[src/cache_pkg.sv]
// Purpose: shared constants for the read pre-fetch / completion cache control
// Assumes: 16-bit configuration registers at even byte offsets
// Notes: every offset, field position and reset value is named here
package cache_pkg;

	// ************************************************************
	// register offsets (byte addresses in configuration space)
	// ************************************************************
	localparam logic [7:0] OFS_PREFETCH_LIMITS = 8'hE8;
	localparam logic [7:0] OFS_IDLE_START = 8'hEA;
	localparam logic [7:0] OFS_IDLE_FLOOR = 8'hEC;
	localparam logic [7:0] OFS_IDLE_CEILING = 8'hEE;

	// ************************************************************
	// field layout
	// ************************************************************
	localparam int LEN_LSB = 0;
	localparam int LEN_W = 4;
	localparam int POLICY_LSB = 6;
	localparam int POLICY_W = 2;
	localparam int BURST_LSB = 8;
	localparam int BURST_W = 4;
	localparam int START_W = 8;
	localparam int CLOCK_W = 12;

	// ************************************************************
	// reset values
	// ************************************************************
	localparam logic [1:0] RST_POLICY = 2'h0;
	localparam logic [3:0] RST_LEN = 4'h0;
	localparam logic [3:0] RST_BURST = 4'h0;
	localparam logic [7:0] RST_IDLE_START = 8'h08;
	localparam logic [11:0] RST_IDLE_FLOOR = 12'h07F;
	localparam logic [11:0] RST_IDLE_CEILING = 12'h1C0;

	// ************************************************************
	// cache policy codes and length encodings
	// ************************************************************
	localparam logic [1:0] POLICY_NONE = 2'h0;
	localparam logic [1:0] POLICY_LIGHT = 2'h1;
	localparam logic [1:0] POLICY_FULL = 2'h2;
	localparam logic [13:0] LEN_BASE_BYTES = 14'h0040;
	localparam logic [13:0] LEN_MAX_BYTES = 14'h2000;
	localparam logic [3:0] BURST_OFF = 4'h0;
	localparam logic [3:0] BURST_ONE = 4'h1;

	typedef enum logic [1:0] {
		ST_EMPTY = 2'b01,
		ST_CACHED = 2'b10
	} cache_state_t;

endpackage

[src/idle_count_if.sv]
// Purpose: carrier between the cache control and one idle counter
// Assumes: single clock domain
// Notes: reached is combinational from the counter's own register
`timescale 1ns/1ps
interface idle_count_if #(parameter int W = 8);
	logic clear;
	logic step;
	logic [W-1:0] limit;
	logic [W-1:0] count;
	logic reached;

	modport counter (input clear, input step, input limit,
		output count, output reached);
	modport user (output clear, output step, output limit,
		input count, input reached);
endinterface

[src/idle_counter.sv]
// Purpose: saturating idle counter with a limit compare
// Assumes: clear has priority over step
// Notes: saturation keeps a long idle stretch from wrapping back under limit
`timescale 1ns/1ps
module idle_counter #(
	parameter int W = 8
) (
	// clock and reset
	input wire logic ref_clk,
	input wire logic reset_n,
	// counter carrier
	idle_count_if.counter cnt
);
	logic [W-1:0] count_r;
	logic [W-1:0] count_nxt;
	logic at_top;

	assign at_top = &count_r;
	assign count_nxt = cnt.clear ? '0 :
		(cnt.step && !at_top) ? count_r + 1'b1 : count_r;
	assign cnt.count = count_r;
	assign cnt.reached = (count_r >= cnt.limit);

	always_ff @(posedge ref_clk) begin
		if (!reset_n) begin
			count_r <= '0;
		end else begin
			count_r <= count_nxt;
		end
	end
endmodule

[src/cache_ctrl.sv]
// How it works
// policy 00: no pre-fetch; discard leftover data once any data returned.
// policy 01: pre-fetch; discard on master end, keep on bridge retry; master end only discards once the transfer has returned data.
// policy 10: pre-fetch; keep leftover data on any transfer end.
// bits 5:4 of pre-fetch limits register always read zero.
// length code 0..7 gives 64 bytes doubling to 8 Kbytes; 8..F reserved.
// count cycle starts without hit; discard allowed at 8-bit limit, reset 8.
// miss-limit check waits for 12-bit idle clock floor, reset 007Fh.
// discard after 12-bit idle clock ceiling, reset 01C0h.
// unused upper bits of the idle limit registers read zero.
// fields reset on link reset, global reset pin or power-on reset.
// burst count 0 disables, 1 gives no extra reads, n gives n-1.
// any read hit restarts both idle counters from zero.
// undefined policy 11 behaves like policy 00.
//
// Purpose: control of the downstream read pre-fetch agent and completion
//          cache discard decisions, with its configuration registers
// Assumes: bridge datapath signals are on ref_clk; reset pins are async
// Notes: buffer storage and transaction-layer logic live elsewhere
`timescale 1ns/1ps
module cache_ctrl (
	// clock and power-on reset
	input wire logic ref_clk,
	input wire logic reset_n,
	// reset pins from outside the clock domain
	input wire logic link_side_reset_n,
	input wire logic global_pin_reset_n,
	// configuration access
	input wire logic cfg_wr,
	input wire logic cfg_rd,
	input wire logic [7:0] cfg_addr,
	input wire logic [1:0] cfg_be,
	input wire logic [15:0] cfg_wdata,
	output logic [15:0] cfg_rdata,
	output logic cfg_rd_valid,
	// bridge datapath events
	input wire logic cpl_arrive,
	input wire logic read_hit,
	input wire logic pci_cycle_start,
	input wire logic data_returned,
	input wire logic end_by_master,
	input wire logic end_by_retry,
	// pre-fetch agent control
	output logic prefetch_enable,
	output logic [13:0] prefetch_read_bytes,
	output logic [3:0] prefetch_extra_reads,
	// cache status
	output logic cache_held,
	output logic cache_discard
);

	// ************************************************************
	// reset pin synchronisers
	// ************************************************************
	logic [2:0] link_sync_r;
	logic [2:0] glob_sync_r;
	logic link_lvl_r;
	logic glob_lvl_r;
	logic cfg_reset;

	always_ff @(posedge ref_clk) begin
		if (!reset_n) begin
			link_sync_r <= 3'h7;
			glob_sync_r <= 3'h7;
		end else begin
			link_sync_r <= {link_sync_r[1:0], link_side_reset_n};
			glob_sync_r <= {glob_sync_r[1:0], global_pin_reset_n};
		end
	end

	// a level only counts once stages two and three agree
	always_ff @(posedge ref_clk) begin
		if (!reset_n) begin
			link_lvl_r <= 1'b1;
			glob_lvl_r <= 1'b1;
		end else begin
			if (link_sync_r[1] == link_sync_r[2]) begin
				link_lvl_r <= link_sync_r[2];
			end
			if (glob_sync_r[1] == glob_sync_r[2]) begin
				glob_lvl_r <= glob_sync_r[2];
			end
		end
	end

	assign cfg_reset = !reset_n || !link_lvl_r || !glob_lvl_r;

	// ************************************************************
	// configuration registers
	// ************************************************************
	logic [1:0] policy_r;
	logic [3:0] len_code_r;
	logic [3:0] burst_r;
	logic [7:0] idle_start_r;
	logic [11:0] idle_floor_r;
	logic [11:0] idle_ceiling_r;
	logic sel_limits;
	logic sel_start;
	logic sel_floor;
	logic sel_ceiling;
	logic wr_lo;
	logic wr_hi;

	assign sel_limits = (cfg_addr == cache_pkg::OFS_PREFETCH_LIMITS);
	assign sel_start = (cfg_addr == cache_pkg::OFS_IDLE_START);
	assign sel_floor = (cfg_addr == cache_pkg::OFS_IDLE_FLOOR);
	assign sel_ceiling = (cfg_addr == cache_pkg::OFS_IDLE_CEILING);
	assign wr_lo = cfg_wr && cfg_be[0];
	assign wr_hi = cfg_wr && cfg_be[1];

	always_ff @(posedge ref_clk) begin
		if (cfg_reset) begin
			policy_r <= cache_pkg::RST_POLICY;
			len_code_r <= cache_pkg::RST_LEN;
			burst_r <= cache_pkg::RST_BURST;
			idle_start_r <= cache_pkg::RST_IDLE_START;
			idle_floor_r <= cache_pkg::RST_IDLE_FLOOR;
			idle_ceiling_r <= cache_pkg::RST_IDLE_CEILING;
		end else begin
			if (sel_limits && wr_lo) begin
				policy_r <= cfg_wdata[cache_pkg::POLICY_LSB +:
					cache_pkg::POLICY_W];
				len_code_r <= cfg_wdata[cache_pkg::LEN_LSB +:
					cache_pkg::LEN_W];
			end
			if (sel_limits && wr_hi) begin
				burst_r <= cfg_wdata[cache_pkg::BURST_LSB +:
					cache_pkg::BURST_W];
			end
			if (sel_start && wr_lo) begin
				idle_start_r <= cfg_wdata[cache_pkg::START_W-1:0];
			end
			if (sel_floor && wr_lo) begin
				idle_floor_r[7:0] <= cfg_wdata[7:0];
			end
			if (sel_floor && wr_hi) begin
				idle_floor_r[11:8] <= cfg_wdata[11:8];
			end
			if (sel_ceiling && wr_lo) begin
				idle_ceiling_r[7:0] <= cfg_wdata[7:0];
			end
			if (sel_ceiling && wr_hi) begin
				idle_ceiling_r[11:8] <= cfg_wdata[11:8];
			end
		end
	end

	// ************************************************************
	// read-back; reserved bits and unmapped offsets return zero
	// ************************************************************
	logic [15:0] rd_limits;
	logic [15:0] rd_start;
	logic [15:0] rd_floor;
	logic [15:0] rd_ceiling;
	logic [15:0] rd_mux;

	assign rd_limits = {4'h0, burst_r, policy_r, 2'h0, len_code_r};
	assign rd_start = {8'h00, idle_start_r};
	assign rd_floor = {4'h0, idle_floor_r};
	assign rd_ceiling = {4'h0, idle_ceiling_r};
	assign rd_mux = sel_limits ? rd_limits :
		sel_start ? rd_start :
		sel_floor ? rd_floor :
		sel_ceiling ? rd_ceiling : 16'h0000;

	always_ff @(posedge ref_clk) begin
		if (!reset_n) begin
			cfg_rdata <= 16'h0000;
			cfg_rd_valid <= 1'b0;
		end else begin
			cfg_rdata <= cfg_rd ? rd_mux : 16'h0000;
			cfg_rd_valid <= cfg_rd;
		end
	end

	// ************************************************************
	// pre-fetch agent settings
	// ************************************************************
	logic caching_on;
	logic pf_enable_nxt;
	logic [13:0] pf_bytes_nxt;
	logic [3:0] pf_extra_nxt;

	// policy 11 falls into the no-caching group
	assign caching_on = (policy_r == cache_pkg::POLICY_LIGHT) ||
		(policy_r == cache_pkg::POLICY_FULL);
	assign pf_enable_nxt = caching_on &&
		(burst_r != cache_pkg::BURST_OFF);
	// reserved length codes clamp to the largest defined size
	assign pf_bytes_nxt = len_code_r[3] ? cache_pkg::LEN_MAX_BYTES :
		cache_pkg::LEN_BASE_BYTES << len_code_r[2:0];
	assign pf_extra_nxt = (burst_r > cache_pkg::BURST_ONE) ?
		burst_r - cache_pkg::BURST_ONE : 4'h0;

	always_ff @(posedge ref_clk) begin
		if (cfg_reset) begin
			prefetch_enable <= 1'b0;
			prefetch_read_bytes <= cache_pkg::LEN_BASE_BYTES;
			prefetch_extra_reads <= 4'h0;
		end else begin
			prefetch_enable <= pf_enable_nxt;
			prefetch_read_bytes <= pf_bytes_nxt;
			prefetch_extra_reads <= pf_extra_nxt;
		end
	end

	// ************************************************************
	// idle counters
	// ************************************************************
	cache_pkg::cache_state_t state_r;
	cache_pkg::cache_state_t state_nxt;
	logic counters_clear;

	idle_count_if #(.W(cache_pkg::START_W)) start_cnt ();
	idle_count_if #(.W(cache_pkg::CLOCK_W)) clock_cnt ();

	assign counters_clear = read_hit || cfg_reset ||
		(state_r != cache_pkg::ST_CACHED);
	assign start_cnt.clear = counters_clear;
	assign start_cnt.step = pci_cycle_start;
	assign start_cnt.limit = idle_start_r;
	assign clock_cnt.clear = counters_clear;
	assign clock_cnt.step = 1'b1;
	assign clock_cnt.limit = idle_floor_r;

	idle_counter #(.W(cache_pkg::START_W)) u_start_cnt (
		.ref_clk(ref_clk),
		.reset_n(reset_n),
		.cnt(start_cnt.counter)
	);

	idle_counter #(.W(cache_pkg::CLOCK_W)) u_clock_cnt (
		.ref_clk(ref_clk),
		.reset_n(reset_n),
		.cnt(clock_cnt.counter)
	);

	// ************************************************************
	// discard decision
	// ************************************************************
	logic returned_r;
	logic xfer_end;
	logic any_returned;
	logic miss_limit_hit;
	logic ceiling_hit;
	logic policy_drop;
	logic discard_now;

	assign xfer_end = end_by_master || end_by_retry;
	assign any_returned = returned_r || data_returned;
	// the start-count check is armed only once the clock floor has passed
	assign miss_limit_hit = clock_cnt.reached && start_cnt.reached;
	assign ceiling_hit = (clock_cnt.count >= idle_ceiling_r);

	always_comb begin
		policy_drop = 1'b0;
		case (policy_r)
			cache_pkg::POLICY_LIGHT: begin
				policy_drop = end_by_master && any_returned;
			end
			cache_pkg::POLICY_FULL: begin
				policy_drop = 1'b0;
			end
			default: begin
				policy_drop = data_returned;
			end
		endcase
	end

	// a read hit in the same cycle cancels an idle-limit discard, as the hit restarts idling; a policy drop still discards
	assign discard_now = (state_r == cache_pkg::ST_CACHED) &&
		(policy_drop || (!read_hit && (miss_limit_hit || ceiling_hit)));

	always_ff @(posedge ref_clk) begin
		if (cfg_reset) begin
			returned_r <= 1'b0;
		end else if (xfer_end) begin
			returned_r <= 1'b0;
		end else if (data_returned) begin
			returned_r <= 1'b1;
		end
	end

	// ************************************************************
	// cache state
	// ************************************************************
	always_comb begin
		state_nxt = state_r;
		case (state_r)
			cache_pkg::ST_EMPTY: begin
				if (cpl_arrive) begin
					state_nxt = cache_pkg::ST_CACHED;
				end
			end
			cache_pkg::ST_CACHED: begin
				if (discard_now) begin
					state_nxt = cache_pkg::ST_EMPTY;
				end
			end
			default: begin
				state_nxt = cache_pkg::ST_EMPTY;
			end
		endcase
	end

	always_ff @(posedge ref_clk) begin
		if (cfg_reset) begin
			state_r <= cache_pkg::ST_EMPTY;
			cache_held <= 1'b0;
			cache_discard <= 1'b0;
		end else begin
			state_r <= state_nxt;
			cache_held <= (state_nxt == cache_pkg::ST_CACHED);
			cache_discard <= discard_now;
		end
	end

endmodule

[config.mk]
export PLATFORM = sky130hd
export DESIGN_NAME = cache_ctrl
export DESIGN_NICKNAME = d
export VERILOG_FILES = /design/src/cache_pkg.sv /design/src/idle_count_if.sv /design/src/idle_counter.sv /design/src/cache_ctrl.sv
export SDC_FILE = /design/constraint.sdc
export NUM_CORES = 1
export LEC_CHECK = 0
export BUFFER_PORTS_ARGS = -buffer_cell sky130_fd_sc_hd__clkbuf_2
export CAP_MARGIN = 20
export CORE_MARGIN = 5
export CORE_UTILIZATION = 45
export DETAILED_ROUTE_END_ITERATION = 7
export PLACE_DENSITY = 0.74
export SLEW_MARGIN = 10
export SYNTH_ARGS = -nofsm -noshare
export SYNTH_HDL_FRONTEND = slang
export SYNTH_SLANG_ARGS = --single-unit
[constraint.sdc]
create_clock -name ref_clk -period 3.4 [get_ports ref_clk]
set_input_delay 0.34 -clock ref_clk [delete_from_list [all_inputs] [get_ports ref_clk]]
set_output_delay 0.34 -clock ref_clk [all_outputs]
set_load 0.1 [all_outputs]
# Yosys cells after proc, flatten, opt, wreduce, memory -nomap -nowiden
# Cells that the tools add are included.
[op_classes]
n_reduce_logical = 39
shift = 1
n_eq_ne = 12
addsub = 3
mux = 9
n_bitwise = 3
n_lt_le_gt_ge = 4
[op_table]
columns = ["operator", "n"]
rows = [
  ["$mux W12", 4],
  ["$eq A8 B8 Y1 const B", 4],
  ["$ge A12 B12 Y1", 2],
  ["$logic_and A1 B1 Y1", 15],
  ["$mux W14", 1],
  ["$shl A7 B3 Y14 const A", 1],
  ["$add A12 B1 Y12 const B", 1],
  ["$reduce_and A12 Y1", 1],
  ["$logic_or A1 B1 Y1", 9],
  ["$add A8 B1 Y8 const B", 1],
  ["$ge A8 B8 Y1", 1],
  ["$reduce_and A8 Y1", 1],
  ["$reduce_or A2 Y1", 4],
  ["$eq A2 B2 Y1 const B", 3],
  ["$logic_not A1 Y1", 5],
  ["$reduce_or A5 Y1", 1],
  ["$eq A2 B1 Y1 const B", 2],
  ["$gt A4 B1 Y1 const B", 1],
  ["$mux W2", 2],
  ["$pmux W2 S2", 1],
  ["$reduce_bool A4 Y1", 1],
  ["$sub A4 B1 Y4 const B", 1],
  ["$not A1 Y1", 3],
  ["$reduce_or A3 Y1", 1],
  ["other kinds (4)", 5],
]
[word_totals]
word_cells = 97
input_bits = 38
ff_bits = 111

# Logic depth before layout (Yosys ltp)
# Gate-level depths: netlist of run 1.
[logic_depth]
ltp_word = 9
depth_mapped = 8
mapped_depth_nobuf = 8

# Cells and area by module
# Synthesis of run 1 repeated with hierarchy kept, for this count alone.
[hier_totals]
cells_unflattened = 556
area_unflattened_um2 = 5083.6
[modules_own_cells]
columns = ["mod", "instances", "area_per_inst_um2", "cells_each"]
rows = [
  ["cache_ctrl", 1, 3562.2, 373],
  ["idle_counter (u_clock_cnt)", 1, 897.1, 111],
  ["idle_counter (u_start_cnt)", 1, 624.3, 72],
]

# Worst setup path after synthesis of run 1
# Ideal clock, no wire load.
[synth_timing]
path_type = "register -> register"
startpoint = "register u_start_cnt.count_r[0] (netlist: u_start_cnt.cnt.count[0])"
endpoint = "register cache_held"
path_slack_ps = 1589
t_arrival_ps = 1715
setup_ps = 95
stages_incl_launch_ff = 9
path_cell_list = "dfxtp_1 inv_1 ha_1 nand2b_1 a2111o_1 a21oi_1 a31o_1 a21boi_2 a221oi_1"
[synth_between]
elab_chain_len = 9
[synth_lines]
columns = ["item", "line", "text"]
rows = [
  ["start: declaration", "idle_counter.sv:14", "logic [W-1:0] count_r;"],
  ["start signal: assignment", "idle_counter.sv:28", "count_r <= count_nxt;"],
  ["$ge A8 B8 Y1", "idle_counter.sv:22", "assign cnt.reached = (count_r >= cnt.limit);"],
  ["$logic_and A1 B1 Y1", "cache_ctrl.sv:252", "assign miss_limit_hit = clock_cnt.reached && start_cnt.reached;"],
  ["$logic_or A1 B1 Y1", "cache_ctrl.sv:272", "(policy_drop || (!read_hit && (miss_limit_hit || ceiling_hit)));"],
  ["$logic_and A1 B1 Y1", "cache_ctrl.sv:272", ""],
  ["$logic_or A1 B1 Y1", "cache_ctrl.sv:272", ""],
  ["$logic_and A1 B1 Y1", "cache_ctrl.sv:271", "assign discard_now = (state_r == cache_pkg::ST_CACHED) &&"],
  ["$mux W2", "cache_ctrl.sv:296", "if (discard_now) begin"],
  ["$pmux W2 S2", "cache_ctrl.sv:289", "case (state_r)"],
  ["$eq A2 B2 Y1", "cache_ctrl.sv:313", "cache_held <= (state_nxt == cache_pkg::ST_CACHED);"],
  ["end signal: assignment", "cache_ctrl.sv:313", ""],
  ["end: declaration", "cache_ctrl.sv:48", "output logic cache_held,"],
]
# No other way between the ends.
# A chain may end at the register's enable or synchronous reset.

# Worst setup path after layout of run 1
[layout_timing]
startpoint = "register u_clock_cnt.count_r[0] (netlist: u_clock_cnt.cnt.count[0])"
endpoint = "register cache_held"
[layout_between]
elab_chain_len = 9
elab_cells_between_ends = 10
classes_between = "2 x order compare; 1 x eq/ne; 2 x mux; 5 x reduce/logical"
[layout_lines]
columns = ["item", "line"]
rows = [
  ["start: declaration", "idle_counter.sv:14"],
  ["start signal: assignment", "idle_counter.sv:28"],
  ["$ge A12 B12 Y1", "idle_counter.sv:22"],
  ["$logic_and A1 B1 Y1", "cache_ctrl.sv:252"],
  ["$logic_or A1 B1 Y1 *", "cache_ctrl.sv:272"],
  ["$logic_and A1 B1 Y1 *", "cache_ctrl.sv:272"],
  ["$logic_or A1 B1 Y1 *", "cache_ctrl.sv:272"],
  ["$logic_and A1 B1 Y1 *", "cache_ctrl.sv:271"],
  ["$mux W2 *", "cache_ctrl.sv:296"],
  ["$pmux W2 S2 *", "cache_ctrl.sv:289"],
  ["$eq A2 B2 Y1 *", "cache_ctrl.sv:313"],
]
# Every way passes the cells marked *; elsewhere a longest branch is shown, timed or not.

==> results.toml, run 1 <==
[status]
status = "finished clean"

[drt]
ant_nets = 0
first_pass_iters = 4
drtIter0Drc = 299
vias = 3926
routed_via_density = 5.31
wl_per_cell_um = 14.8
wirelength_um = 10900
drc = 0

[hold_path]
hold_class = "in -> reg"

[setup_path]
cp_max_fo = 4
path_class = "reg -> reg"
worstSetupStartpointType = "flop"
worstSetupEndpointType = "flop"
cp.arrival_ps = 2550
critPathRequiredTime_ps = 3680

[sta]
tns_ps = 0
setup-violations-final = 0
fin_crit_ps = 2270
worst_slack_ps = 1130
finalCritPeriodShare_pct = 66.6
skew_ps = 8.48
finalMaxSlewViolations = 0
whs_ps = 117
hold_violations = 0
tightest_slew_ps = 750
slew_headroom_pct = 49.8
fmax_mhz = 441
rsz0062_at_grt = "false"

[die]
initial_core_util_pct = 46.4
rows = 37
die_area_um2 = 12900
io_pins = 76
core_area_um2 = 10400
die_width_um = 114
die_y_um = 114

[global_routing]
grt_max_degree = 37
grt_util_all_layers_pct = 17.5
grt_pass1_wl_um = 18500
grt_pass1_vias = 3908
antenna_found_initial = 0
grt_overflow = 0

[clocking]
insertion_delay_ps = 370
clockRootBuffer = "clkbuf_8"
clock_sinks = 101
cts_hold_buf = 0
cts_resized = 0
cts_max_level = 3
numCtsBuffers = 9
cts_buffer_depth = 2
cts_tree = "built"
cts.clk_slew.worst_paths_ps = 100
post_cts_buffers = 0

[flow_run]
cap_violations = 0

[synthesis]
syn_avg_cell_area_um2 = 8.91
synth_top_area_share_pct = 41.9
ys_seq_area_share_pct = 41.9
syn_inst = 542
synthTopCellsByArea = "dfxtp_1 (42%), ha_1 (10%), mux2i_1 (7.9%), nor2_1 (4.9%), nand2_1 (3.7%)"
yosysWarnings = 0
synth_flop_cell = "dfxtp_1"
synthesis.area_um2 = 4830
synth-async-reset-ratio_pct = 0
ys_ff_latch = 101
synth-edff-count = 0
ys_types = 51
synth_top_cell_by_area = "dfxtp_1"

[cells_and_area]
final_cell_mix = "dfxtp_1 (101), nor2_1 (63), clkbuf_2 (61)"
diodes = 0
fin_area_um2 = 5400
final_core_util_pct = 51.9
area_delta_synth_final_pct = 11.8
nNetsFinal = 676
final_common_cell = "dfxtp_1"
layout-drive-gt1-share_pct = 14.4

[power]
power_density_nw_per_um2 = 414
power_leakage_nw = 2.41
ir_drop_v = 0.000302

[placement]
gp_congestion = 0.873
place_area_um2 = 5200
portBuffers = 61
dp_hpwl_um = 8270
place_ws_ps = 1160
[stage by stage]
stage | std cells | power (mW)
detailed placement | 724 | 1.48
CTS | 740 | 2.25
floorplan | 551 | 1.43
global route | 740 | 2.32
global placement | 724 | 1.47
finish | 740 | 2.23
[sequential cells by signal, summed over array words and instances (netlist names), 2 cells and up]
name and flops:
cfg_rdata 12, clock_cnt.limit 12, u_start_cnt.cnt.count 8, policy_r 2, len_code_r 4, u_clock_cnt.cnt.count 12
prefetch_read_bytes 8, prefetch_extra_reads 4, idle_ceiling_r 12, burst_r 4, glob_sync_r 3, idle_start_r 8
link_sync_r 3, state_r 2
[per-layer routing]
| layer | vias to the layer above | track usage [%] | routed length (um) |
|---|---|---|---|
| met5 | - | 0 | 0 |
| met4 | 0 | 7.29 | 263 |
| met3 | 20 | 3.66 | 643 |
| met2 | 100 | 29.1 | 5370 |
| met1 | 1846 | 22.1 | 4640 |
| li1 | 1960 | - | - |
[cell usage after synthesis (2+ instances only)]
library cell,number
nand3b_1,2
a21oi_1,24
nand3_2,2
nand3_1,14
inv_1,41
o21ai_1,6
nor2_1,63
mux2i_1,38
nand4_1,8
o21a_1,3
clkbuf_2,3
and2_1,2
buf_4,11
a211oi_1,3
clkbuf_1,9
nor4_1,3
buf_2,2
nand2b_1,11
xnor2_1,10
xor2_1,6
ha_1,39
dfxtp_1,101
or3_1,2
and4_1,4
a31oi_1,3
a21o_1,4
o21ai_0,28
a2bb2oi_1,8
and3_1,4
nand2_1,48
o211ai_1,5
nor3_1,15
nor2b_1,2
[layout make-up]
type | count | area [um2]
multi-input combinational | 383 | 2540
clock inverter | 6 | 71.3
clock buffer | 10 | 128
tap | 136 | 170
timing repair buffer | 63 | 320
sequential | 101 | 2020
fill | 984 | 5010
inverter | 41 | 154
[path summary, 6_finish.rpt]
kind	from	end	slack [ps]	depth (start not counted)
worst max-delay path	u_clock_cnt.cnt.count[0]	cache_held	1130	8
worst min-delay path	end_by_retry	returned_r	120	2
worst max register to register	u_clock_cnt.cnt.count[0]	cache_held	1130	8
worst min register to register	link_sync_r[0]	link_sync_r[1]	440	1
[kinds of logic after synthesis]
family          after synthesis  share of synthesized area (%)
flops                       101                           41.9
other cells                   1                         0.0776
mux                          38                           7.87
buf+inv                      67                           6.35
simple gates                189                           19.3
compound gates               91                           11.6
xor+xnor                     16                           2.90
fa+ha+maj                    39                           10.1
[report_power, final]
| part | switching [mW] | internal, mW | total (mW) |
|---|---|---|---|
| combinational | 0.176 | 0.0608 | 0.237 |
| clock | 0.435 | 0.349 | 0.784 |
| sequential | 0.0120 | 1.20 | 1.21 |
| total | 0.623 | 1.61 | 2.23 |
[worst max-delay path: stages, from the launching register on]
cell and delay [ps]:
dfxtp_1 400, inv_1 90, ha_1 260, nand2b_1 150
a2111oi_0 550, or4_1 200, a31o_1 190, a21boi_2 90
a221oi_1 250
No activity file was read; power rests on OpenSTA's default activity.
==> run 2, diff against run 1 <==
==> constraint.sdc (replaced) <==
create_clock -name ref_clk -period 2.2 [get_ports ref_clk]
set_input_delay 0.22 -clock ref_clk [delete_from_list [all_inputs] [get_ports ref_clk]]
set_output_delay 0.22 -clock ref_clk [all_outputs]
set_load 0.1 [all_outputs]
==> run 2 against run 1 <==
Effect of this change: sequential cell count did not move; count of clock-buffer cells in the layout decreased by 1; global-route usage is 0.19 points higher; combinational power grew 60%; clock skew increased by 5.9 ps; final area up 1.6%; non-clock buffer count rose by 10; sequential share of layout area shrank 0.61 points; die area stayed put; via count grew 2.4%; worst setup slack got worse by 980 ps; register-to-register slack worse by 980 ps; largest cell class unchanged; largest power group unchanged.
==> results.toml, run 2 (synthesis gave the netlist of run 1 again) <==
[sta]
skew_ps = 14.4
finalCritPeriodShare_pct = 93.2
setup-violations-final = 0
whs_ps = 16.8
slew_headroom_pct = 54.8
hold_violations = 0
tightest_slew_ps = 675
fmax_mhz = 488
finalMaxSlewViolations = 0
fin_crit_ps = 2050

[placement]
gp_congestion = 0.892
placed_cells = 732
dp_hpwl_um = 8510
portBuffers = 61

[setup_path]
max_stage_delay_ps = 440
reg2reg_to = "cache_held"
cp_max_fo = 3
regToRegSetupSlack_ps = 150
worstSetupStartpointType = "flop"
path_class = "reg -> reg"
r2r_cells = 8
path_cells = "inv_1, ha_1, nand2b_1, a2111oi_2, or4_1, a31o_1, a21boi_2, a221oi_1"
critPathBufInv = 1
slowest_stage = "a2111oi_2"
critPathRequiredTime_ps = 2490
worstSetupEndpointType = "flop"
cp.arrival_ps = 2340
critical-path-top-delay-family = "compound AO/OA/AOI/OAI gates"
crit_cells = 8
r2r-start = "u_clock_cnt.cnt.count[0]"

[status]
status = "finished clean"

[global_routing]
antenna_found_initial = 0
grt_pass1_wl_um = 18400
grt_overflow = 0
grt_pass1_vias = 3986
grt_max_degree = 21
grt_util_all_layers_pct = 17.7

[drt]
routed_via_density = 5.36
drc = 0
wl_per_cell_um = 15.0
wirelength_um = 11300
drtIter0Drc = 249
first_pass_iters = 4
vias = 4020
ant_nets = 0

[cells_and_area]
fillCellCount = 966
nNetsFinal = 686
instances_no_fill = 750
seq_area_um2 = 2020
multi_input_area_um2 = 2550
layout-drive-gt1-share_pct = 16.1
area_delta_synth_final_pct = 13.6
diodes = 0
final_common_cell = "dfxtp_1"
final_cell_mix = "dfxtp_1 (101), nor2_1 (63), clkbuf_2 (61)"

[power]
power_leakage_nw = 2.46
total_power_mw = 3.41
ir_drop_v = 0.000341
power_density_nw_per_um2 = 621

[hold_path]
hold_class = "in -> reg"
hold_end = "returned_r"
worstHoldStart = "end_by_master"
hold_depth = 2

[die]
die_area_um2 = 12900
initial_core_util_pct = 46.4
die_y_um = 114
io_pins = 76
rows = 37
core_area_um2 = 10400
die_width_um = 114

[clocking]
cts.clk_slew.worst_paths_ps = 110
cts_tree = "built"
clockRootBuffer = "clkbuf_8"
cts_buffer_depth = 2
cts_max_level = 3
insertion_delay_ps = 380
numCtsBuffers = 9
clock_sinks = 101

[flow_run]
cap_violations = 0
==> run 2: worst max-delay path by stage <==
| stage | startpoint | endpoint | slack [ps] |
|---|---|---|---|
| after detailed placement | u_clock_cnt.cnt.count[0] | cache_held | 50 |
| after global placement | u_clock_cnt.cnt.count[0] | cache_held | 130 |
| after global routing | u_clock_cnt.cnt.count[0] | cache_held | -2 |
| after CTS | u_clock_cnt.cnt.count[0] | cache_held | 20 |
| final | u_clock_cnt.cnt.count[0] | cache_held | 150 |
| after floorplan | u_start_cnt.cnt.count[0] | cache_held | 390 |
==> run 2: worst reg2reg max path, cell delays in order (launching register included) <==
cell and delay, ps:
dfxtp_1 350, inv_1 60, ha_1 260, nand2b_1 150, a2111oi_2 440, or4_1 180
a31o_1 190, a21boi_2 80, a221oi_1 260
==> run 2: layout make-up <==
type / instances / share of cell area, %
multi-input cells: 383 / 46.5
inverters: 41 / 2.80
clock buffers: 9 / 2.26
clock inverters: 7 / 1.23
repair buffers: 73 / 7.29
flip-flops and latches: 101 / 36.8
well taps: 136 / 3.10
==> run 2: timing repair <==
action,4_1_cts,5_1_grt
setup endpoints to repair,0,3
endpoints found under the hold margin,1,1
hold buffers,1,1
gates resized for setup,0,4
buffers inserted,0,0
==> run 2: power breakdown <==
part           switching [mW]  internal, mW  leakage (nW)
sequential             0.0182          1.86         0.816
clock                   0.712         0.441        0.0993
combinational           0.277         0.102          1.55
==> run 2: metrics by stage <==
| step | setup TNS [ps] | setup slack (ps) | cell area (um2) | utilization [%] |
|---|---|---|---|---|
| finish | 0 | 150 | 5490 | 52.7 |
| global route | -1.90 | -1.90 | 5490 | 52.7 |
| CTS | 0 | 23.9 | 5460 | 52.5 |
| detailed placement | 0 | 53.0 | 5260 | 50.5 |
| global placement | 0 | 128 | 5260 | 50.5 |
| floorplan | 0 | 389 | 4860 | - |
==> run 2: metal layers <==
layer	routed length, um	GRT usage (%)
met5	0	0
met4	330	7.93
met3	726	4.67
met2	5490	29.8
met1	4710	21.2
